### src/shared/tpg_consts.svh
`ifndef TPG_CONSTS_SVH
`define TPG_CONSTS_SVH

// register byte offsets on the control bus
`define TPG_OFF_CTRL 8'h00
`define TPG_OFF_CFG 8'h04
`define TPG_OFF_CSI_ID 8'h08
`define TPG_OFF_LINE_LEN 8'h0c
`define TPG_OFF_BAR_W 8'h10
`define TPG_OFF_ACT 8'h14
`define TPG_OFF_TOT 8'h18
`define TPG_OFF_PERIOD 8'h1c
`define TPG_OFF_VBP 8'h20
`define TPG_OFF_VFP 8'h24
`define TPG_OFF_STATUS 8'h28
`define TPG_OFF_PAT0 8'h40

// field positions
`define TPG_CTRL_EN_BIT 0
`define TPG_CFG_BARS_LSB 0
`define TPG_CFG_FIXED_BIT 4
`define TPG_CFG_BLK_LSB 8
`define TPG_ID_DT_LSB 0
`define TPG_ID_VC_LSB 6

// reset values
`define TPG_RST_BARS 2'h3
`define TPG_RST_BLK 4'h2
`define TPG_RST_DT 6'h24
`define TPG_RST_WORD 16'h0000

// reference bar bytes, first to last
`define TPG_BAR0 8'haa
`define TPG_BAR1 8'h33
`define TPG_BAR2 8'hf0
`define TPG_BAR3 8'h7f
`define TPG_BAR4 8'h55
`define TPG_BAR5 8'hcc
`define TPG_BAR6 8'h0f
`define TPG_BAR7 8'h80

// stream beat kinds
`define TPG_KIND_DATA 2'h0
`define TPG_KIND_FS 2'h1
`define TPG_KIND_FE 2'h2

// bus responses
`define TPG_RESP_OKAY 2'h0
`define TPG_RESP_SLVERR 2'h2

// line timing: period counted in 10 ns units, clock of 20 ns
`define TPG_UNIT_NS 10
`define TPG_CLK_NS 20
`define TPG_STEP_UNITS (`TPG_CLK_NS / `TPG_UNIT_NS)

`endif

### src/shared/tpg_pkg.sv
package tpg_pkg;

  typedef enum logic [2:0] {
    TPG_ST_IDLE,
    TPG_ST_SOF,
    TPG_ST_DATA,
    TPG_ST_WAIT,
    TPG_ST_EOF
  } tpg_state_t;

  typedef struct packed {
    // configuration
    logic ctrl_en;
    logic [1:0] cfg_bars;
    logic cfg_fixed;
    logic [3:0] cfg_blk;
    logic [5:0] dt;
    logic [1:0] vc;
    logic [15:0] line_len;
    logic [15:0] bar_w;
    logic [15:0] act;
    logic [15:0] tot;
    logic [15:0] period;
    logic [7:0] vbp;
    logic [7:0] vfp;
    logic [15:0][7:0] pat;
    // bus slave
    logic aw_have;
    logic [5:0] aw_idx;
    logic w_have;
    logic [31:0] wdata;
    logic [3:0] wstrb;
    logic bvalid;
    logic [1:0] bresp;
    logic rvalid;
    logic [31:0] rdata;
    logic [1:0] rresp;
    // frame engine
    tpg_state_t st;
    logic [15:0] line;
    logic [23:0] acc;
    logic lbusy;
    logic [15:0] byte_cnt;
    logic [2:0] bar_idx;
    logic [15:0] bar_cnt;
    logic [3:0] blk_idx;
    logic [15:0] frames;
    // stream output
    logic tx_valid;
    logic [1:0] tx_kind;
    logic [7:0] tx_data;
    logic tx_last;
  } tpg_s_t;

endpackage

### src/design/tpg_generator.sv
// Function
// eight reference bars in fixed byte order
// last bar stretches to fill line
// bar count selectable one, two, four, eight
// line length and bar width programmable
// packets carry programmed datatype and channel
// active and total line counts programmable
// line period programmable in 10 ns
// front porch lines before frame end
// back porch lines after frame start
// runs on transmit clock, no crossing
// software keeps bars whole blocks
// fixed mode repeats programmed bytes
// fixed mode alternates true and inverted
// fixed block size one to sixteen
// sixteen byte-wide pattern value registers
// software sizes raw10/raw12 blocks correctly
// software computes bar size from blocks
// software sets line length from pixels
// host reaches registers through page window
// each line restarts, frames repeat identically
`timescale 1ns/1ps
`default_nettype none
`include "tpg_consts.svh"

module tpg_generator
  import tpg_pkg::*;
#(
  parameter int ADDR_W = 8,
  parameter int PAT_BYTES = 16
) (
  // clock and reset (transmit clock)
  input wire logic aclk,
  input wire logic aresetn,
  // axi4-lite write address
  input wire logic [ADDR_W-1:0] s_axi_awaddr,
  input wire logic s_axi_awvalid,
  output logic s_axi_awready,
  // axi4-lite write data
  input wire logic [31:0] s_axi_wdata,
  input wire logic [3:0] s_axi_wstrb,
  input wire logic s_axi_wvalid,
  output logic s_axi_wready,
  // axi4-lite write response
  output logic [1:0] s_axi_bresp,
  output logic s_axi_bvalid,
  input wire logic s_axi_bready,
  // axi4-lite read address
  input wire logic [ADDR_W-1:0] s_axi_araddr,
  input wire logic s_axi_arvalid,
  output logic s_axi_arready,
  // axi4-lite read data
  output logic [31:0] s_axi_rdata,
  output logic [1:0] s_axi_rresp,
  output logic s_axi_rvalid,
  input wire logic s_axi_rready,
  // csi-2 formatted stream to transmitter
  input wire logic tx_ready,
  output logic tx_valid,
  output logic [1:0] tx_kind,
  output logic [7:0] tx_data,
  output logic tx_last,
  output logic [5:0] tx_dt,
  output logic [1:0] tx_vc,
  output logic [15:0] tx_word_count
);

  // elaboration check on parameters
  if (ADDR_W != 8 || PAT_BYTES != 16) begin : g_param_check
    $error("tpg_generator: ADDR_W must be 8 and PAT_BYTES 16");
  end

  tpg_s_t s_q;
  tpg_s_t s_d;
  logic [7:0] src_byte;
  logic [5:0] ar_idx;

  // byte lane merge for a partial write
  function automatic logic [31:0] merge(input logic [31:0] old,
                                        input logic [31:0] wd,
                                        input logic [3:0] strb);
    logic [31:0] res;
    res = old;
    for (int i = 0; i < 4; i++) begin
      if (strb[i]) begin
        res[i*8 +: 8] = wd[i*8 +: 8];
      end
    end
    return res;
  endfunction

  // index of a register word inside the window
  function automatic logic [5:0] word_idx(input logic [ADDR_W-1:0] a);
    return a[7:2];
  endfunction

  // last bar index for the programmed bar count
  function automatic logic [2:0] bars_max(input logic [1:0] code);
    return 3'((4'h1 << code) - 4'h1);
  endfunction

  // pattern byte for current position
  tpg_byte_source u_src (
    .fixed_mode(s_q.cfg_fixed),
    .bar_idx(s_q.bar_idx),
    .blk_idx(s_q.blk_idx),
    .pat(s_q.pat),
    .byte_out(src_byte)
  );

  assign ar_idx = word_idx(s_axi_araddr);

  // bus handshakes
  assign s_axi_awready = !s_q.aw_have && !s_q.bvalid;
  assign s_axi_wready = !s_q.w_have && !s_q.bvalid;
  assign s_axi_arready = !s_q.rvalid;
  assign s_axi_bvalid = s_q.bvalid;
  assign s_axi_bresp = s_q.bresp;
  assign s_axi_rvalid = s_q.rvalid;
  assign s_axi_rdata = s_q.rdata;
  assign s_axi_rresp = s_q.rresp;

  // stream outputs, all from flops
  assign tx_valid = s_q.tx_valid;
  assign tx_kind = s_q.tx_kind;
  assign tx_data = s_q.tx_data;
  assign tx_last = s_q.tx_last;
  assign tx_dt = s_q.dt;
  assign tx_vc = s_q.vc;
  assign tx_word_count = s_q.line_len;

  // next state of the whole block
  always_comb begin
    logic slot;
    logic [31:0] wv;
    logic [31:0] rv;
    logic [16:0] first_act;
    logic [16:0] end_act;
    logic [16:0] eof_line;
    logic [23:0] acc_nx;
    logic [15:0] nl;
    logic go_line;
    s_d = s_q;
    slot = !s_q.tx_valid || tx_ready;
    wv = 32'h0000_0000;
    rv = 32'h0000_0000;
    first_act = {9'h000, s_q.vbp};
    end_act = first_act + {1'b0, s_q.act};
    eof_line = end_act + {9'h000, s_q.vfp};
    acc_nx = s_q.acc + 24'(`TPG_STEP_UNITS);
    nl = 16'h0000;
    go_line = 1'b0;

    // write side: address and data taken in either order
    if (s_axi_awvalid && s_axi_awready) begin
      s_d.aw_have = 1'b1;
      s_d.aw_idx = word_idx(s_axi_awaddr);
    end
    if (s_axi_wvalid && s_axi_wready) begin
      s_d.w_have = 1'b1;
      s_d.wdata = s_axi_wdata;
      s_d.wstrb = s_axi_wstrb;
    end
    if (s_axi_bvalid && s_axi_bready) begin
      s_d.bvalid = 1'b0;
    end

    // register write once both halves are held
    if (s_q.aw_have && s_q.w_have) begin
      s_d.aw_have = 1'b0;
      s_d.w_have = 1'b0;
      s_d.bvalid = 1'b1;
      s_d.bresp = `TPG_RESP_OKAY;
      if (s_q.aw_idx[5:4] == 2'(`TPG_OFF_PAT0 >> 6)) begin
        wv = merge({24'h0, s_q.pat[s_q.aw_idx[3:0]]}, s_q.wdata, s_q.wstrb);
        s_d.pat[s_q.aw_idx[3:0]] = wv[7:0];
      end else begin
        unique case ({s_q.aw_idx, 2'b00})
          `TPG_OFF_CTRL: begin
            wv = merge({31'h0, s_q.ctrl_en}, s_q.wdata, s_q.wstrb);
            s_d.ctrl_en = wv[`TPG_CTRL_EN_BIT];
          end
          `TPG_OFF_CFG: begin
            wv = merge({20'h0, s_q.cfg_blk, 3'h0, s_q.cfg_fixed, 2'h0,
                        s_q.cfg_bars}, s_q.wdata, s_q.wstrb);
            s_d.cfg_bars = wv[`TPG_CFG_BARS_LSB +: 2];
            s_d.cfg_fixed = wv[`TPG_CFG_FIXED_BIT];
            s_d.cfg_blk = wv[`TPG_CFG_BLK_LSB +: 4];
          end
          `TPG_OFF_CSI_ID: begin
            wv = merge({24'h0, s_q.vc, s_q.dt}, s_q.wdata, s_q.wstrb);
            s_d.dt = wv[`TPG_ID_DT_LSB +: 6];
            s_d.vc = wv[`TPG_ID_VC_LSB +: 2];
          end
          `TPG_OFF_LINE_LEN: begin
            wv = merge({16'h0, s_q.line_len}, s_q.wdata, s_q.wstrb);
            s_d.line_len = wv[15:0];
          end
          `TPG_OFF_BAR_W: begin
            wv = merge({16'h0, s_q.bar_w}, s_q.wdata, s_q.wstrb);
            s_d.bar_w = wv[15:0];
          end
          `TPG_OFF_ACT: begin
            wv = merge({16'h0, s_q.act}, s_q.wdata, s_q.wstrb);
            s_d.act = wv[15:0];
          end
          `TPG_OFF_TOT: begin
            wv = merge({16'h0, s_q.tot}, s_q.wdata, s_q.wstrb);
            s_d.tot = wv[15:0];
          end
          `TPG_OFF_PERIOD: begin
            wv = merge({16'h0, s_q.period}, s_q.wdata, s_q.wstrb);
            s_d.period = wv[15:0];
          end
          `TPG_OFF_VBP: begin
            wv = merge({24'h0, s_q.vbp}, s_q.wdata, s_q.wstrb);
            s_d.vbp = wv[7:0];
          end
          `TPG_OFF_VFP: begin
            wv = merge({24'h0, s_q.vfp}, s_q.wdata, s_q.wstrb);
            s_d.vfp = wv[7:0];
          end
          `TPG_OFF_STATUS: begin
          end
          default: begin
            s_d.bresp = `TPG_RESP_SLVERR;
          end
        endcase
      end
    end

    // read side: one cycle from address to data
    if (s_axi_rvalid && s_axi_rready) begin
      s_d.rvalid = 1'b0;
    end
    if (s_axi_arvalid && s_axi_arready) begin
      s_d.rvalid = 1'b1;
      s_d.rresp = `TPG_RESP_OKAY;
      if (ar_idx[5:4] == 2'(`TPG_OFF_PAT0 >> 6)) begin
        rv = {24'h0, s_q.pat[ar_idx[3:0]]};
      end else begin
        unique case ({ar_idx, 2'b00})
          `TPG_OFF_CTRL: rv = {31'h0, s_q.ctrl_en};
          `TPG_OFF_CFG: rv = {20'h0, s_q.cfg_blk, 3'h0, s_q.cfg_fixed, 2'h0,
                              s_q.cfg_bars};
          `TPG_OFF_CSI_ID: rv = {24'h0, s_q.vc, s_q.dt};
          `TPG_OFF_LINE_LEN: rv = {16'h0, s_q.line_len};
          `TPG_OFF_BAR_W: rv = {16'h0, s_q.bar_w};
          `TPG_OFF_ACT: rv = {16'h0, s_q.act};
          `TPG_OFF_TOT: rv = {16'h0, s_q.tot};
          `TPG_OFF_PERIOD: rv = {16'h0, s_q.period};
          `TPG_OFF_VBP: rv = {24'h0, s_q.vbp};
          `TPG_OFF_VFP: rv = {24'h0, s_q.vfp};
          `TPG_OFF_STATUS: rv = {s_q.frames, s_q.line};
          default: s_d.rresp = `TPG_RESP_SLVERR;
        endcase
      end
      s_d.rdata = rv;
    end

    // beat taken by the transmitter
    if (s_q.tx_valid && tx_ready) begin
      s_d.tx_valid = 1'b0;
    end

    // line period timer in 10 ns units
    if (s_q.lbusy) begin
      s_d.acc = acc_nx;
      if (acc_nx >= {8'h00, s_q.period}) begin
        s_d.lbusy = 1'b0;
      end
    end

    // frame sequencer
    unique case (s_q.st)
      TPG_ST_IDLE: begin
        if (s_q.ctrl_en) begin
          go_line = 1'b1;
          nl = 16'h0000;
        end
      end
      TPG_ST_SOF, TPG_ST_EOF: begin
        if (slot) begin
          s_d.tx_valid = 1'b1;
          s_d.tx_kind = (s_q.st == TPG_ST_SOF) ? `TPG_KIND_FS : `TPG_KIND_FE;
          s_d.tx_data = 8'h00;
          s_d.tx_last = 1'b1;
          s_d.st = TPG_ST_WAIT;
          // back porch counts from the line that holds frame start
          if ({1'b0, s_q.line} >= first_act && {1'b0, s_q.line} < end_act
              && s_q.line_len != 16'h0000) begin
            s_d.st = TPG_ST_DATA;
          end
        end
      end
      TPG_ST_DATA: begin
        if (slot) begin
          s_d.tx_valid = 1'b1;
          s_d.tx_kind = `TPG_KIND_DATA;
          s_d.tx_data = src_byte;
          s_d.tx_last = (s_q.byte_cnt == s_q.line_len - 16'h0001);
          s_d.byte_cnt = s_q.byte_cnt + 16'h0001;
          // fixed block wraps at programmed size
          s_d.blk_idx = (s_q.blk_idx == s_q.cfg_blk) ? 4'h0 :
                        s_q.blk_idx + 4'h1;
          // bar steps until the last, which fills the line
          if (s_q.bar_idx != bars_max(s_q.cfg_bars) &&
              s_q.bar_cnt == s_q.bar_w - 16'h0001) begin
            s_d.bar_idx = s_q.bar_idx + 3'h1;
            s_d.bar_cnt = 16'h0000;
          end else begin
            s_d.bar_cnt = s_q.bar_cnt + 16'h0001;
          end
          if (s_q.byte_cnt == s_q.line_len - 16'h0001) begin
            s_d.st = TPG_ST_WAIT;
          end
        end
      end
      TPG_ST_WAIT: begin
        if (!s_q.lbusy || acc_nx >= {8'h00, s_q.period}) begin
          if (s_q.line + 16'h0001 >= s_q.tot) begin
            s_d.frames = s_q.frames + 16'h0001;
            if (s_q.ctrl_en) begin
              go_line = 1'b1;
              nl = 16'h0000;
            end else begin
              s_d.st = TPG_ST_IDLE;
            end
          end else begin
            go_line = 1'b1;
            nl = s_q.line + 16'h0001;
          end
        end
      end
    endcase

    // start of a line: restart timer and pattern counters
    if (go_line) begin
      s_d.line = nl;
      s_d.acc = 24'h00_0000;
      s_d.lbusy = 1'b1;
      s_d.byte_cnt = 16'h0000;
      s_d.bar_idx = 3'h0;
      s_d.bar_cnt = 16'h0000;
      s_d.blk_idx = 4'h0;
      if (nl == 16'h0000) begin
        s_d.st = TPG_ST_SOF;
      end else if ({1'b0, nl} == eof_line) begin
        s_d.st = TPG_ST_EOF;
      end else if ({1'b0, nl} >= first_act && {1'b0, nl} < end_act &&
                   s_q.line_len != 16'h0000) begin
        s_d.st = TPG_ST_DATA;
      end else begin
        s_d.st = TPG_ST_WAIT;
      end
    end
  end

  // single state register, synchronous reset
  always_ff @(posedge aclk) begin
    if (!aresetn) begin
      s_q <= '0;
      s_q.cfg_bars <= `TPG_RST_BARS;
      s_q.cfg_blk <= `TPG_RST_BLK;
      s_q.dt <= `TPG_RST_DT;
      s_q.line_len <= `TPG_RST_WORD;
      s_q.st <= TPG_ST_IDLE;
    end else begin
      s_q <= s_d;
    end
  end

endmodule // tpg_generator
`default_nettype wire

### src/design/tpg_byte_source.sv
`timescale 1ns/1ps
`default_nettype none
`include "tpg_consts.svh"

module tpg_byte_source (
  // selection
  input wire logic fixed_mode,
  input wire logic [2:0] bar_idx,
  input wire logic [3:0] blk_idx,
  // fixed pattern bytes
  input wire logic [15:0][7:0] pat,
  // chosen byte
  output logic [7:0] byte_out
);

  // reference bar colour by bar position
  function automatic logic [7:0] ref_byte(input logic [2:0] idx);
    unique case (idx)
      3'h0: ref_byte = `TPG_BAR0;
      3'h1: ref_byte = `TPG_BAR1;
      3'h2: ref_byte = `TPG_BAR2;
      3'h3: ref_byte = `TPG_BAR3;
      3'h4: ref_byte = `TPG_BAR4;
      3'h5: ref_byte = `TPG_BAR5;
      3'h6: ref_byte = `TPG_BAR6;
      3'h7: ref_byte = `TPG_BAR7;
    endcase
  endfunction

  // fixed block byte, inverted on odd bars, else bar colour
  always_comb begin
    if (fixed_mode) begin
      byte_out = pat[blk_idx] ^ {8{bar_idx[0]}};
    end else begin
      byte_out = ref_byte(bar_idx);
    end
  end

endmodule // tpg_byte_source
`default_nettype wire

### config.mk
export PLATFORM = sky130hd
export DESIGN_NAME = tpg_generator
export DESIGN_NICKNAME = d
export VERILOG_FILES = /design/src/shared/tpg_pkg.sv /design/src/design/tpg_generator.sv /design/src/design/tpg_byte_source.sv
export VERILOG_INCLUDE_DIRS = /design/src /design/src/shared
export SDC_FILE = /design/constraint.sdc
export NUM_CORES = 1
export LEC_CHECK = 0
export ABC_AREA = 0
export BUFFER_PORTS_ARGS = -buffer_cell sky130_fd_sc_hd__buf_2
export CAP_MARGIN = 20
export CORE_ASPECT_RATIO = 0.9
export CORE_MARGIN = 2
export CORE_UTILIZATION = 61
export DETAILED_ROUTE_END_ITERATION = 7
export PLACE_DENSITY = 0.76
export SLEW_MARGIN = 10
export SYNTH_ARGS = -nofsm -noshare
export SYNTH_HDL_FRONTEND = slang
export SYNTH_SLANG_ARGS = --single-unit
### constraint.sdc
create_clock -name aclk -period 5.9 [get_ports aclk]
set_input_delay 1.18 -clock aclk [delete_from_list [all_inputs] [get_ports aclk]]
set_output_delay 1.18 -clock aclk [all_outputs]
set_load 0.01 [all_outputs]
==> results of run 1 <==
[cells in the final DEF (no fill, tap or decap), drive strengths merged, types with 20 or more instances in the layout]
cell type | Yosys | layout
nor2 | 503 | 503
dfxtp | 420 | 420
nand2 | 207 | 207
a21oi | 201 | 201
buf | 98 | 183
mux2i | 179 | 179
mux4 | 110 | 110
ha | 106 | 106
inv | 94 | 98
xor2 | 96 | 96
xnor2 | 93 | 93
a211oi | 93 | 93
nand3 | 85 | 85
o21ai | 85 | 85
clkbuf | 165 | 62
nand4 | 41 | 41
nor3 | 38 | 38
and3 | 35 | 35
nor2b | 24 | 24
a21o | 21 | 21
a22oi | 20 | 20
[final cells by class]
| type | instances | area share [%] |
|---|---|---|
| Inverter | 94 | 1.308 |
| Sequential cell | 420 | 30.54 |
| Clock inverter | 15 | 0.8722 |
| Antenna cell | 1 | 0.009086 |
| Multi-Input combinational cell | 2162 | 56.10 |
| Clock buffer | 62 | 4.606 |
| Tap cell | 540 | 2.453 |
| Timing Repair Buffer | 183 | 4.111 |
[registers in the layout (all words and copies together), names as in the netlist, named ones only]
signal	count
s_axi_bresp	1
s_axi_bvalid	1
s_axi_rdata	32
s_axi_rresp	1
s_axi_rvalid	1
s_q	340
tx_data	8
tx_dt	6
tx_kind	2
tx_last	1
tx_valid	1
tx_vc	2
tx_word_count	16
[cells by family (layout without fill, tap and decap cells)]
family / after synthesis / in the layout / share of synthesized area [%]
compound gates: 535 / 535 / 13.30
xor+xnor: 189 / 189 / 6.508
fa+ha+maj: 108 / 108 / 5.372
buf+inv: 357 / 354 / 6.414
flops: 420 / 420 / 33.06
mux: 295 / 295 / 17.06
other cells: 1 / 3 / 0.01474
simple gates: 1033 / 1033 / 18.27
[metal layers]
metal  up-vias  GRT usage (%)
li1      10300              -
met1     10740          49.78
met2      1187          54.15
met3       194          9.032
met4         2          14.71
met5         -          1.724
[per-stage QoR]
step	instance area [um^2]	util [%]	setup slack (ns)
floorplan	25440	-	0.6293
CTS	27490	67.20	0.2526
global route	27540	67.33	0.03636
global placement	25950	63.44	0.3981
finish	27540	67.34	0.3054
detailed placement	25980	63.51	0.3275
[tightest hold or removal path: stages (launching register included)]
cell and delay, ns:
dfxtp_1 0.31, nand2_1 0.05, a21oi_1 0.05
[power by group]
part / leakage [nW] / internal [mW] / total (mW) / switching [mW]
registers: 3.39 / 2.90 / 3.02 / 0.126
clock network: 0.746 / 1.73 / 2.94 / 1.21
logic: 6.90 / 0.273 / 0.710 / 0.438
[worst max path at each step]
stage | endpoint | cells past startpoint
after floorplan | s_q[108] | 25
after global placement | s_q[108] | 24
after detailed placement | s_q[108] | 22
after CTS | s_q[108] | 22
after global routing | s_q[108] | 18
final | s_q[108] | 24
[repair_timing]
item | in CTS | in global routing
hold endpoints to repair | 0 | 0
setup endpoints to repair | 0 | 1
gates resized for setup | 0 | 5
==> impl_results.md, run 1 <==
- DP HPWL: 56660 um
- Final GP Congestion: 0.9541
- Power density cells: 242.2 mW/mm^2
- Largest area contributor in the netlist: dfxtp_1
- Synth Cell Area: 0.02544 mm^2
- Setup crit end kind: register
- FFs w/ async S/R, synth: 0%
- Worst Hold End: s_axi_rdata[28]
- Clock tree buffer depth: 3
- Final worst path period share: between 90% and 100%
- Worst reg2reg path endpoint: s_q[108]
- Setup Skew: approximately 0.016 ns
- Sequential element share of the synthesized area: 33.06%
- GRT Total Usage: a little over a third
- CP Class: reg -> reg
- First-pass GRT wire length: 120600 um
- Row cnt: 70
- Area Overhead vs Synth: 8.284%
- Critical path startpoint: s_q[96]
- Setup TNS: 0 ns
- Total grt overflow: 0
- Final min period: 5.595 ns
- WL met2: roughly 34000 um
- Largest net degree at the start of global routing: 179
- EDFF count, synth: 0
- Worst r2r src: s_q[96]
- Initial Utilization: 62.19%
- Filler cells: around 3300
- Total wire length: between 70000 and 80000 um
- Root buf cell: clkbuf_16
- Synthesis Warnings: 0
- Slew @ Worst Pin: 1.206 ns
- DRC violations left: 0
- Arrival @ worst endpoint: roughly 6 ns
- TritonCTS clock tree: done
- Reg2Reg Depth: 24
- Required @ worst endpoint: roughly 6.4 ns
- Placed cells: 3397
- CP top delay family: compound AO/OA/AOI/OAI gates
- Leak Pwr: approximately 11 nW
- Mapped Cells: between 2000 and 3000
- Clock buffer count from CTS: 44
- Full die area: 0.04335 mm^2
- Nets: between 3000 and 4000
- Multi-input logic area: 0.01545 mm^2
- Register area: 0.008412 mm^2
- Die outline width: roughly 220 um
- Final-report max-slew violation count: 0
- RSZ-0062 raised after global routing: false
- Max incr delay on CP: ~0.48 ns
- Postcts setup bufs: 0
- Synth Flop Type: dfxtp_1
- Peak VDD IR: roughly 0.00028 V
- DRT antenna net count: 0
- WHS: 0.4481 ns
- Commonest cells in the synthesized netlist: nor2_1, dfxtp_1, nand2_1, a21oi_1, mux2i_1
- Initial antenna violation count: 0
- Maximum clock rate: 178.7 MHz
- CTS sink cnt: 420
- Initial DRC Count: 2825
- Share of cells above drive strength 1: 13.66%
- Vias: between 20000 and 25000
- Final Hold Fails: 0
- Core Area: 0.04090 mm^2
- H-tree levels: 2
- Num ports: 137
- WP buf/inv: 3
- Chip height: ~200 um
- Largest cells by area after synthesis: dfxtp_1, mux4_2, nor2_1, mux2i_1, ha_1
- Met3 WL: 9198 um
- Clock-pin slew of the registers on the worst-case setup and hold paths: 0.06 ns
- Router iterations before antenna repair: 7
- Clock latency on the worst-skew pair: 0.60 ns
- HP Class: reg -> reg
- Max-slew headroom: 19.56%
- Vias in the first global route: between 20000 and 25000
- Post-synth cell types: 84
- CP max FO: 8
- Number of max-cap violations: 0
- Port Buffer Count: ~110
- Syn_area_per_cell: 8.657 um^2
- Most frequent cell after synthesis: nor2_1
- DR top layer: met5
- Hold path start: s_axi_rdata[28]
- Worst path slowest cell: dfxtp_1
- Hold depth: 2
- DR WL/cell: 22.61 um
- Vias per cell: 6.448
- Crit path launch type: register
- Metal-1 WL: roughly 33000 um
- Post-synth top area share: around 33%
- Number of hold buffers added after cts: 0
- Status: completed
- R2r setup slk: between 0.3 and 0.4 ns
- CP Cell Sequence: and4_2, nand4_1, nor2_1, nand4_1, xor2_1, inv_1, ha_1, a2111oi_0, o21ai_0, o22ai_1, o21ai_1, nor3_2, buf_4, nand3_1, inv_1, ha_1, a21o_1, a21o_1, a21oi_1, o21ai_0, a211oi_1, o311ai_0, o21a_1, a221o_1
- Synthesized flop and latch total: 420
- Layout Cells excl Fill: 3477
- Final setup fails: 0
- Tot Pwr: 6.671 mW
No activity file was read; power rests on OpenSTA's default activity.
==> run 2: changes to the inputs <==
--- a/config.mk
+++ b/config.mk
@@ -12,9 +12,11 @@
 export CORE_ASPECT_RATIO = 0.9
 export CORE_MARGIN = 2
 export CORE_UTILIZATION = 61
+export CTS_BUF_LIST = sky130_fd_sc_hd__clkbuf_8
 export DETAILED_ROUTE_END_ITERATION = 7
 export PLACE_DENSITY = 0.76
 export SLEW_MARGIN = 10
 export SYNTH_ARGS = -nofsm -noshare
 export SYNTH_HDL_FRONTEND = slang
+export SYNTH_HIERARCHICAL = 1
 export SYNTH_SLANG_ARGS = --single-unit
==> impl_results.md, run 2 <==
- Synth Flop Type: dfxtp_1
- Vias per cell: 6.517 (+1.1%)
- Fin area: 0.02678 mm^2 (-2.8%)
- Clock-pin slew of the registers on the worst-case setup and hold paths: 0.06 ns (about the same)
- Port Buffer Count: 112 (unchanged)
- Maximum clock rate: 179.2 MHz (+0.24%)
- Num ports: 137 (unchanged)
- Crit path launch type: register
- Largest cells by area after synthesis: dfxtp_1, mux4_2, nor2_1, ha_1, a21oi_1
- Peak VDD IR: 0.0001834 V (-35%)
- Max-slew headroom: 24.55% (+5.0 points)
- Area Overhead vs Synth: 7.775%
- Setup crit end: s_q[108]
- Final Util: 66.32% (-1.0 points)
- RSZ-0062 raised after global routing: false
- CP max FO: 18 (+10)
- DRT antenna net count: 0 (unchanged)
- Core Area: 0.04038 mm^2 (-1.3%)
- CTS sink cnt: 412 (-1.9%)
- WP depth: 21 (-13%)
- Max incr delay on CP: 0.55 ns (+0.07 ns)
- Most frequent cells in the layout: nor2_1, dfxtp_1, a21oi_1, nand2_1, nand3_1
- WHS: 0.4467 ns (-0.001352 ns)
- Syn_area_per_cell: 8.597 um^2 (-0.69%)
- HP Class: reg -> reg
- Initial DRC Count: 3046 (+7.8%)
- Arrival @ worst endpoint: 6.07 ns (about the same)
- DR WL/cell: 22.01 um (-2.7%)
- Most frequent cell after synthesis: nor2_1
- Clock tree buffer depth: 3 (unchanged)
- H-tree levels: 3 (+1)
- Total wire length: 76420 um (-2.8%)
- FFs w/ async S/R, synth: 0% (unchanged)
- Sequential element share of the synthesized area: 33.20% (+0.14 points)
- Final worst path period share: 94.59% (-0.23 points)
- Row cnt: 70 (unchanged)
- CP Cell Sequence: and3_1, and3_1, or3b_2, xor2_1, inv_1, ha_1, a21o_1, a21oi_1, o21ai_0, or3_1, a21o_1, nor2_1, inv_1, ha_1, nand2b_1, a21oi_1, maj3_1, o21ai_0, a21oi_1, a211oi_1, o31ai_1
- DRC violations left: 0 (unchanged)
- Most used cell, CP: a21oi_1
- Vias in the first global route: 20830 (-1.9%)
- EDFF count, synth: 0 (unchanged)
- DP HPWL: 54200 um (-4.3%)
- Critical path startpoint: s_q[100]
- First-pass GRT wire length: 116900 um (-3.1%)
- CTS resizes: 0 (unchanged)
- R2r setup slk: 0.32 ns (about the same)
- Total grt overflow: 0 (unchanged)
- Setup slack at placement: 0.4258 ns (+0.09829 ns)
- Status: completed
- Final setup fails: 0 (unchanged)
- GRT Total Usage: 35.39% (-0.74 points)
- Worst path slowest cell: dfxtp_1
- Mapped Cells: 2890 (-1.6%)
- TritonCTS clock tree: done
- Required @ worst endpoint: 6.39 ns (about the same)
- Synthesis Warnings: 6 (+6)
- Synth Cell Area: 0.02485 mm^2 (-2.3%)
- WP buf/inv: 2 (-1)
- CP Class: reg -> reg
- Chip height: 195.5 um (-1.1%)
- Power density cells: 232.9 mW/mm^2 (-3.8%)
- Setup TNS: 0 ns (unchanged)
- Die outline width: 216.7 um (-1.1%)
- Number of max-cap violations: 0 (unchanged)
- Commonest cells in the synthesized netlist: nor2_1, dfxtp_1, a21oi_1, nand2_1, clkbuf_1
- Clock buffer count from CTS: 71 (+61%)
- Slew @ Worst Pin: 1.132 ns (-0.07426 ns)
- Worst r2r src: s_q[100]
- Postcts setup bufs: 0 (unchanged)
- Final min period: 5.581 ns (-0.01360 ns)
- Gate power share: 10.1% (-0.5 points)
- Setup Skew: 0.03702 ns (+0.02053 ns)
- Clock share of power: 41.9% (-2.1 points)
- Largest area contributor in the netlist: dfxtp_1
- Number of hold buffers added after cts: 0 (unchanged)
- Tot Pwr: 6.237 mW (-6.5%)
- Placed cells: 3344 (-1.6%)
- Most flop-heavy register: s_q
- Reg2Reg Depth: 21 (-13%)
- Commonest non-fill, non-tap cell in the layout: nor2_1
- CP top delay family: simple AND/OR/NAND/NOR gates
- Worst reg2reg path endpoint: s_q[108]
- Placed Area: 0.02529 mm^2 (-2.7%)
- Post-synth top area share: 33.20% (+0.14 points)
- Leak Pwr: 10.50 nW (-4.9%)
- Clock latency on the worst-skew pair: 0.64 ns (+0.04 ns)
- Max FFs per register: 340 (unchanged)
- Switching part of the total power: 27.73% (+1.1 points)
- Largest net degree at the start of global routing: 142 (-21%)
- Final Hold Fails: 0 (unchanged)
- Final-report max-slew violation count: 0 (unchanged)
- Final GP Congestion: 0.9488 (-0.56%)
- Full die area: 0.04236 mm^2 (-2.3%)
- Share of cells above drive strength 1: 14.50% (+0.84 points)
- Setup crit end kind: register
- Psw: 1.729 mW (-2.6%)
- Router iterations before antenna repair: 6 (-1)
- Synthesized flop and latch total: 412 (-1.9%)
- Post-synth cell types: 87 (+3.6%)
- Pint: 4.508 mW (-7.9%)
- Initial antenna violation count: 2 (+2)
- Final WS setup: 0.3190 ns (+0.01360 ns)
- Seq pwr share: 48.1% (+2.8 points)
- Vias: 22630 (+0.93%)
- Initial Utilization: 61.54% (-0.65 points)
- Nets: 3052 (-0.68%)
- Root buf cell: clkbuf_8
- Layout Cells excl Fill: 3472 (-0.14%)
[run 2: cell count changes after synthesis, moves of 24 or more]
cell	change
a211oi_1	-30
a21oi_1	+52
mux2i_1	-97
nand2_1	+24
nand3_1	+47
nor2_1	-36
[run 2: layout make-up]
class,instances,area [um^2]
Multi-Input combinational cell,2134,15020
Sequential cell,412,8252
Clock inverter,32,195.2
Fill cell,3290,13600
Inverter,90,345.3
Antenna cell,1,2.502
Clock buffer,88,1211
Tap cell,540,675.6
Timing Repair Buffer,175,1080
[run 2: how the worst min path moves through the flow]
stage,depth (start not counted),start,slack (ns),to
2_1_floorplan,2,s_axi_rdata[31],0.43,s_axi_rdata[31]
3_3_place_gp,2,s_axi_rdata[20],0.44,s_axi_rdata[20]
3_5_place_dp,2,s_axi_rdata[30],0.44,s_axi_rdata[30]
4_1_cts,2,s_axi_rdata[19],0.45,s_axi_rdata[19]
5_1_grt,2,s_axi_rdata[28],0.47,s_axi_rdata[28]
6_report,2,s_axi_rdata[30],0.45,s_axi_rdata[30]
[run 2: power by group through the flow]
stage	sequential [mW]	clock, mW	combinational (mW)
finish	3.00	2.61	0.629
global route	3.00	2.75	0.674
CTS	3.00	2.64	0.609
detailed placement	3.06	0	0.607
global placement	3.05	0	0.592
floorplan	2.95	0	0.522
[run 2: kinds of logic after synthesis]
kind of cell    count (synthesis)  synth area share, %
other cells                     1              0.01509
flops                         412                33.20
simple gates                 1057                19.25
buf+inv                       345                6.531
xor+xnor                      185                6.687
fa+ha+maj                     110                5.580
mux                           194                13.56
compound gates                586                15.18
[run 2: per-layer routing]
layer  track usage, %  up-vias  share of wire (%)  wire [um]
met5                0        -               0.10         80
met4            16.29        4                4.2       3177
met3            7.882      220                 12       8825
met2            53.48     1339                 44      33320
met1            48.46    10770                 41      31020
li1                 -    10290                  -          -
[run 2: worst register-to-register path, delay by kind of cell (launching register included)]
| family | cells | cell delay, ns |
|---|---|---|
| AO/OA/AOI/OAI | 9 | 1.72 |
| XOR/XNOR | 1 | 0.31 |
| adder cells (fa/ha/maj) | 3 | 0.96 |
| buffers and inverters | 2 | 0.16 |
| flip-flops | 1 | 0.55 |
| AND/OR/NAND/NOR | 6 | 1.76 |
